==> src/rtl/scg_pkg.sv <==
// constants for the sleep and deep-sleep peripheral clock gating block
package scg_pkg;
  // ==========================================================
  // register map (byte offsets from the system control base)
  localparam logic [31:0] BASE_ADDR      = 32'h400FE000;
  localparam logic [11:0] RUN_GATE_OFS   = 12'h104;
  localparam logic [11:0] SLEEP_GATE_OFS = 12'h114;
  localparam logic [11:0] DEEP_GATE_OFS  = 12'h124;
  localparam logic [11:0] RUN_CFG_OFS    = 12'h060;
  localparam logic [11:0] PWR_MODE_OFS   = 12'h200;
  // ==========================================================
  // field layout
  localparam logic [31:0] GATE_WMASK     = 32'h000F1033;
  localparam logic [31:0] GATE_RESET     = 32'h00000000;
  localparam int          AUTO_GATE_BIT  = 11;
  localparam logic [31:0] RUN_CFG_WMASK  = 32'h00000800;
  localparam logic [31:0] RUN_CFG_RESET  = 32'h00000000;
  localparam int          NUM_UNITS      = 9;
  localparam int          ASYNC_A_BIT    = 0;
  localparam int          ASYNC_B_BIT    = 1;
  localparam int          SYNC_A_BIT     = 4;
  localparam int          SYNC_B_BIT     = 5;
  localparam int          TWI_BIT        = 12;
  localparam int          TMR0_BIT       = 16;
  localparam int          TMR1_BIT       = 17;
  localparam int          TMR2_BIT       = 18;
  localparam int          TMR3_BIT       = 19;
  // ==========================================================
  // power modes
  typedef enum logic [1:0]
  {
    PM_RUN,
    PM_SLEEP,
    PM_DEEP
  } scg_mode_t;
endpackage : scg_pkg

==> src/rtl/scg_gate.sv <==
// sleep and deep-sleep peripheral clock gating with APB register file
`timescale 1ns/1ps

// How it works
// - a one gating bit clocks its peripheral; zero leaves it unclocked
// - access to an unclocked peripheral answers with a bus fault
// - deep-sleep gating register resets to all zero
// - reserved bits read zero and ignore writes; software preserves them
// - run, sleep and deep-sleep registers share one layout
// - sleep and deep-sleep registers apply only with auto gating set
// - bits 19..16 gate timers 3, 2, 1 and 0
// - bit 12 gates the two-wire serial controller
// - bits 5 and 4 gate synchronous serial ports 1 and 0
// - bits 1 and 0 gate asynchronous serial ports 1 and 0
// - deep-sleep register decodes at offset 0x124
module scg_gate
(
  // apb slave
  input  wire logic        pclk,
  input  wire logic        presetn,
  input  wire logic        psel,
  input  wire logic        penable,
  input  wire logic        pwrite,
  input  wire logic [11:0] paddr,
  input  wire logic [31:0] pwdata,
  input  wire logic [3:0]  pstrb,
  output logic      [31:0] prdata,
  output logic             pready,
  output logic             pslverr,
  // power mode request from the core
  input  wire logic        sleep_req,
  input  wire logic        deep_req,
  // peripheral clock enables
  output logic             gp_counter_a_gate,
  output logic             gp_counter_b_gate,
  output logic             gp_counter_c_gate,
  output logic             gp_counter_d_gate,
  output logic             two_wire_port_gate,
  output logic             sync_serial_a_gate,
  output logic             sync_serial_b_gate,
  output logic             async_serial_a_gate,
  output logic             async_serial_b_gate,
  // peripheral bus access monitor
  input  wire logic        periph_access,
  input  wire logic [31:0] periph_sel,
  output logic             periph_fault
);

  // ==========================================================
  // helpers
  function automatic logic [31:0] merge_w(input logic [31:0] old_v,
                                          input logic [31:0] new_v,
                                          input logic [3:0]  strb,
                                          input logic [31:0] wmask);
    logic [31:0] lane;
    lane = {{8{strb[3]}}, {8{strb[2]}}, {8{strb[1]}}, {8{strb[0]}}};
    merge_w = (old_v & ~(lane & wmask)) | (new_v & lane & wmask);
  endfunction : merge_w

  // one register address compare, shared by decode and checks
  function automatic logic at_ofs(input logic [11:0] addr,
                                  input logic [11:0] ofs);
    at_ofs = (addr == ofs);
  endfunction : at_ofs

  // ==========================================================
  // state
  logic [31:0]        run_gate_q;
  logic [31:0]        sleep_gate_q;
  logic [31:0]        deep_gate_q;
  logic [31:0]        run_cfg_q;
  logic [31:0]        active_d;
  logic [31:0]        active_q;
  scg_pkg::scg_mode_t mode_q;
  logic               wr_en;
  logic               rd_en;
  logic               hit;
  logic               auto_gate;

  assign wr_en = psel & penable & pwrite;
  assign rd_en = psel & penable & ~pwrite;
  assign hit = at_ofs(paddr, scg_pkg::RUN_GATE_OFS)
            || at_ofs(paddr, scg_pkg::SLEEP_GATE_OFS)
            || at_ofs(paddr, scg_pkg::DEEP_GATE_OFS)
            || at_ofs(paddr, scg_pkg::RUN_CFG_OFS)
            || at_ofs(paddr, scg_pkg::PWR_MODE_OFS);
  assign pready = 1'b1;
  assign pslverr = psel & penable & ~hit;
  assign auto_gate = run_cfg_q[scg_pkg::AUTO_GATE_BIT];

  // ==========================================================
  // gating registers, identical layout
  always_ff @(posedge pclk or negedge presetn)
  begin
    if (!presetn)
    begin
      run_gate_q   <= scg_pkg::GATE_RESET;
      sleep_gate_q <= scg_pkg::GATE_RESET;
      deep_gate_q  <= scg_pkg::GATE_RESET;
    end
    else if (wr_en)
    begin
      // reserved bits are masked off on write
      if (paddr == scg_pkg::RUN_GATE_OFS)
        run_gate_q <= merge_w(run_gate_q, pwdata, pstrb,
                              scg_pkg::GATE_WMASK);
      if (paddr == scg_pkg::SLEEP_GATE_OFS)
        sleep_gate_q <= merge_w(sleep_gate_q, pwdata, pstrb,
                                scg_pkg::GATE_WMASK);
      if (paddr == scg_pkg::DEEP_GATE_OFS)
        deep_gate_q <= merge_w(deep_gate_q, pwdata, pstrb,
                               scg_pkg::GATE_WMASK);
    end
  end

  always_ff @(posedge pclk or negedge presetn)
  begin
    if (!presetn)
      run_cfg_q <= scg_pkg::RUN_CFG_RESET;
    else if (wr_en && paddr == scg_pkg::RUN_CFG_OFS)
      run_cfg_q <= merge_w(run_cfg_q, pwdata, pstrb,
                           scg_pkg::RUN_CFG_WMASK);
  end

  // ==========================================================
  // power mode tracking, deep-sleep wins over sleep
  always_ff @(posedge pclk or negedge presetn)
  begin
    if (!presetn)
      mode_q <= scg_pkg::PM_RUN;
    else if (deep_req)
      mode_q <= scg_pkg::PM_DEEP;
    else if (sleep_req)
      mode_q <= scg_pkg::PM_SLEEP;
    else
      mode_q <= scg_pkg::PM_RUN;
  end

  // ==========================================================
  // register selection per mode
  always_comb
  begin
    active_d = run_gate_q;
    case (mode_q)
      scg_pkg::PM_RUN:   active_d = run_gate_q;
      scg_pkg::PM_SLEEP: if (auto_gate) active_d = sleep_gate_q;
      scg_pkg::PM_DEEP:  if (auto_gate) active_d = deep_gate_q;
      default:           active_d = run_gate_q;
    endcase
  end

  always_ff @(posedge pclk or negedge presetn)
  begin
    if (!presetn)
      active_q <= scg_pkg::GATE_RESET;
    else
      active_q <= active_d & scg_pkg::GATE_WMASK;
  end

  // clock enables to each peripheral
  assign gp_counter_a_gate   = active_q[scg_pkg::TMR0_BIT];
  assign gp_counter_b_gate   = active_q[scg_pkg::TMR1_BIT];
  assign gp_counter_c_gate   = active_q[scg_pkg::TMR2_BIT];
  assign gp_counter_d_gate   = active_q[scg_pkg::TMR3_BIT];
  assign two_wire_port_gate  = active_q[scg_pkg::TWI_BIT];
  assign sync_serial_a_gate  = active_q[scg_pkg::SYNC_A_BIT];
  assign sync_serial_b_gate  = active_q[scg_pkg::SYNC_B_BIT];
  assign async_serial_a_gate = active_q[scg_pkg::ASYNC_A_BIT];
  assign async_serial_b_gate = active_q[scg_pkg::ASYNC_B_BIT];

  // ==========================================================
  // bus fault on access to an unclocked unit
  always_ff @(posedge pclk or negedge presetn)
  begin
    if (!presetn)
      periph_fault <= 1'b0;
    else
      periph_fault <= periph_access
                   && ((periph_sel & scg_pkg::GATE_WMASK) != 32'h00000000)
                   && ((periph_sel & ~active_q & scg_pkg::GATE_WMASK)
                       != 32'h00000000);
  end

  // ==========================================================
  // read data, reserved bits read zero
  always_ff @(posedge pclk or negedge presetn)
  begin
    if (!presetn)
      prdata <= 32'h00000000;
    else if (psel && !penable && !pwrite)
    begin
      case (paddr)
        scg_pkg::RUN_GATE_OFS:   prdata <= run_gate_q;
        scg_pkg::SLEEP_GATE_OFS: prdata <= sleep_gate_q;
        scg_pkg::DEEP_GATE_OFS:  prdata <= deep_gate_q;
        scg_pkg::RUN_CFG_OFS:    prdata <= run_cfg_q;
        scg_pkg::PWR_MODE_OFS:   prdata <= {12'h000, active_q[19:16],
                                            3'h0, active_q[12], 6'h00,
                                            active_q[5:4], 2'h0,
                                            active_q[1:0]};
        default:                 prdata <= 32'h00000000;
      endcase
    end
  end
endmodule : scg_gate

==> config.mk <==
export PLATFORM = sky130hd
export DESIGN_NAME = scg_gate
export DESIGN_NICKNAME = d
export VERILOG_FILES = /design/src/rtl/scg_pkg.sv /design/src/rtl/scg_gate.sv
export SDC_FILE = /design/constraint.sdc
export NUM_CORES = 1
export LEC_CHECK = 0
export ABC_CLOCK_PERIOD_IN_PS = 1600
export BUFFER_PORTS_ARGS = -buffer_cell sky130_fd_sc_hd__clkbuf_2
export CAP_MARGIN = 20
export CORE_UTILIZATION = 41
export DETAILED_ROUTE_END_ITERATION = 8
export PLACE_DENSITY = 0.74
export SKIP_CTS_REPAIR_TIMING = 1
export SLEW_MARGIN = 25
export SYNTH_ARGS = -nofsm -noshare
export SYNTH_HDL_FRONTEND = slang
export SYNTH_SLANG_ARGS = --single-unit
==> constraint.sdc <==
create_clock -name pclk -period 1.6 [get_ports pclk]
set_clock_uncertainty 0.05 [all_clocks]
set_input_delay 0.08 -clock pclk [delete_from_list [all_inputs] [get_ports pclk]]
set_output_delay 0.08 -clock pclk [all_outputs]
set_load 0.01 [all_outputs]
==> impl_metrics.tcl <==
set metrics [dict create \
    violations "hold timing" \
    period_share_pct 95.17 \
    worst_pin_slew_ps 559.0 \
    cp_top_family "simple AND/OR/NAND/NOR gates" \
    multi_input_area_mm2 0.001255 \
    overflow 0 \
    drive_above_1_share_pct 38.44 \
    first_pass_iters 4 \
    ant_nets 0 \
    hpwl_um 4864 \
    syn_inst 246 \
    clockPowerShare_pct 31.8 \
    async_flop_share_pct 100.0 \
    dp.cells 391 \
    cts_root_buf "clkbuf_8" \
    yosysSeqAreaShare_pct 47.24 \
    final_nets 423 \
    cts_buffer_depth 2 \
    place_congestion 0.8304 \
    power.leakage_nw 1.600 \
    drtIter0Drc 112 \
    clk_latency_ps 300 \
    fin_cells 408 \
    path_class "input port to flip-flop" \
    cts_sinks 50 \
    drv_slew 0 \
    grt_max_degree 30 \
    hold_viol 1 \
    fillers 532 \
    worstPathArrival_ps 1670 \
    synthFlopType "dfrtp_1" \
    grt_util_all_layers_pct 19.44 \
    regArea_mm2 0.001251 \
    critPathRequiredTime_ps 1740 \
    syn_area_per_cell_um2 10.77 \
    switching_share_pct 24.73 \
    fmax_mhz 656.7 \
    yosysWarnings 0 \
    routed_wl_um 6136 \
    drc 0 \
    die_x_um 82.38 \
    pwr-share-seq_pct 57.3 \
    final_cell_mix "62 x clkbuf_2, 50 x dfrtp_1, 28 x mux2_2" \
    reg2reg_depth 5 \
    start_util_pct 43.70 \
    power.total_mw 2.216 \
    end_kind "flip-flop" \
    die_y_um 82.38 \
    avgRoutedWirePerCell_um 15.04 \
    combPwrFrac_pct 10.9 \
    vias 2189 \
    start_kind "input port" \
    slowest_delay_ps 540 \
    layout_commonest_cell "clkbuf_2" \
    power.net_switching_mw 0.5482 \
    synth_cell_types 41 \
    dp_worst_setup_slack_ps -304.1 \
    p_per_area_mw_per_mm2 671.0 \
    numCtsBuffers 5 \
    antenna_cells 0 \
    worst-path-max-fanout 7 \
    portBuffers 62 \
    setup_viol 0 \
    rsz0062_at_grt "no" \
    whs_ps -1.024 \
    viasPerCell 5.365 \
    whs_path_depth 2 \
    syn_area_mm2 0.002649 \
    finalCriticalPeriod_ps 1523 \
    intPower_mw 1.668 \
    run_status "finished, violations left" \
    coreArea_mm2 0.006061 \
    htreeDepth 2 \
    grt_pass1_vias 1961 \
    finish.utilization_pct 54.50 \
    irDropWorstVdd_mv 0.4066 \
    synth_seq_cells 50 \
    cap_violations 0 \
    clkTransAtPathRegs_ps 90 \
    cts_tree "done" \
    cp_num_cells 7 \
    area_growth_pct 24.70 \
    ioPinCount 132 \
    placementRows 28 \
    synth_edf_count 0 \
    fin_ws_ps 77.30 \
    crit_buf_inv 3 \
    crit_slowest_cell "or4_4" \
    dieArea_mm2 0.006786 \
    hp-class "input port to flip-flop" \
    antenna_found_initial 0 \
    relSlewSlack_pct 62.74 \
    crit_chain "clkbuf_2 -> or4_4 -> nor4b_4 -> buf_6 -> buf_4 -> nand3_2 -> mux2_2" \
    grt_pass1_wl_um 9873 \
]
routing by layer:
metal,global-route usage (%),vias up,wire length (µm)
met5,0,-,0
met4,7.368,0,68
met3,2.857,7,261
met2,30.83,71,3078
met1,26.84,1086,2728
li1,-,1025,-
cell families (layout without fill, tap and decap cells):
logic type                 count (synthesis)  count (layout)  share of synthesized area, %
AOI/OAI and AO/OA                         56              56                         14.55
DFF                                       50              50                         47.24
other                                      2              23                        0.2835
buffers and inverters                     44             110                         9.589
and+or+nand+nor                           55              55                         12.09
muxes                                     37              37                         15.30
adders and majority gates                  2               2                        0.9446
worst paths after layout:
kind	startpoint	end	slack, ps
worst max-delay path	paddr[1]	flip-flop	80
worst min-delay path	pwdata[4]	flip-flop	-1
worst max register to register	mode_q[0]	active_q[19]	210
worst min register to register	prdata[11]	prdata[11]	430
max in group asynchronous	presetn	async pin	710
min in group asynchronous	presetn	active_q[4]	250
power by group through the flow:
stage / clock (mW) / combinational (mW) / sequential, mW
6_report: 0.706 / 0.242 / 1.27
5_1_grt: 0.779 / 0.272 / 1.27
4_1_cts: 0.711 / 0.221 / 1.27
3_5_place_dp: 0 / 0.220 / 1.29
3_3_place_gp: 0 / 0.215 / 1.29
2_1_floorplan: 0 / 0.125 / 1.30
cells in the mapped netlist (2+ instances only):
library cell / n / share of area [%]
a22oi_1: 19 / 5.4
and3_1: 2 / 0.47
o21ai_0: 19 / 3.6
buf_4: 23 / 6.5
clkbuf_1: 4 / 0.57
dfrtp_1: 50 / 47
mux2i_1: 9 / 3.4
buf_1: 2 / 0.28
nand3_2: 2 / 0.76
buf_2: 2 / 0.38
inv_1: 13 / 1.8
nand3_1: 7 / 1.3
nand3b_1: 2 / 0.57
or3b_2: 2 / 0.66
o2bb2ai_1: 9 / 3.0
conb_1: 2 / 0.28
nor2_1: 4 / 0.57
ha_1: 2 / 0.94
nand2_1: 21 / 3.0
nor4_1: 3 / 0.71
mux2_2: 28 / 12
nand4_1: 2 / 0.47
stage by stage:
step	cell area [µm²]	setup TNS, ps
finish	3303	0
global route	3303	0
CTS	3173	-1.689
detailed placement	3093	-7804
global placement	3093	-7251
floorplan	2730	-3222
layout make-up:
| type | instances | area share (%) |
|---|---|---|
| Sequential cell | 50 | 37.88 |
| Timing Repair Buffer | 90 | 17.39 |
| Multi-Input combinational cell | 173 | 37.99 |
| Clock buffer | 6 | 2.197 |
| Clock inverter | 1 | 0.2273 |
| Tap cell | 75 | 2.841 |
| Inverter | 13 | 1.477 |
Power figures use the tool's default switching activity.
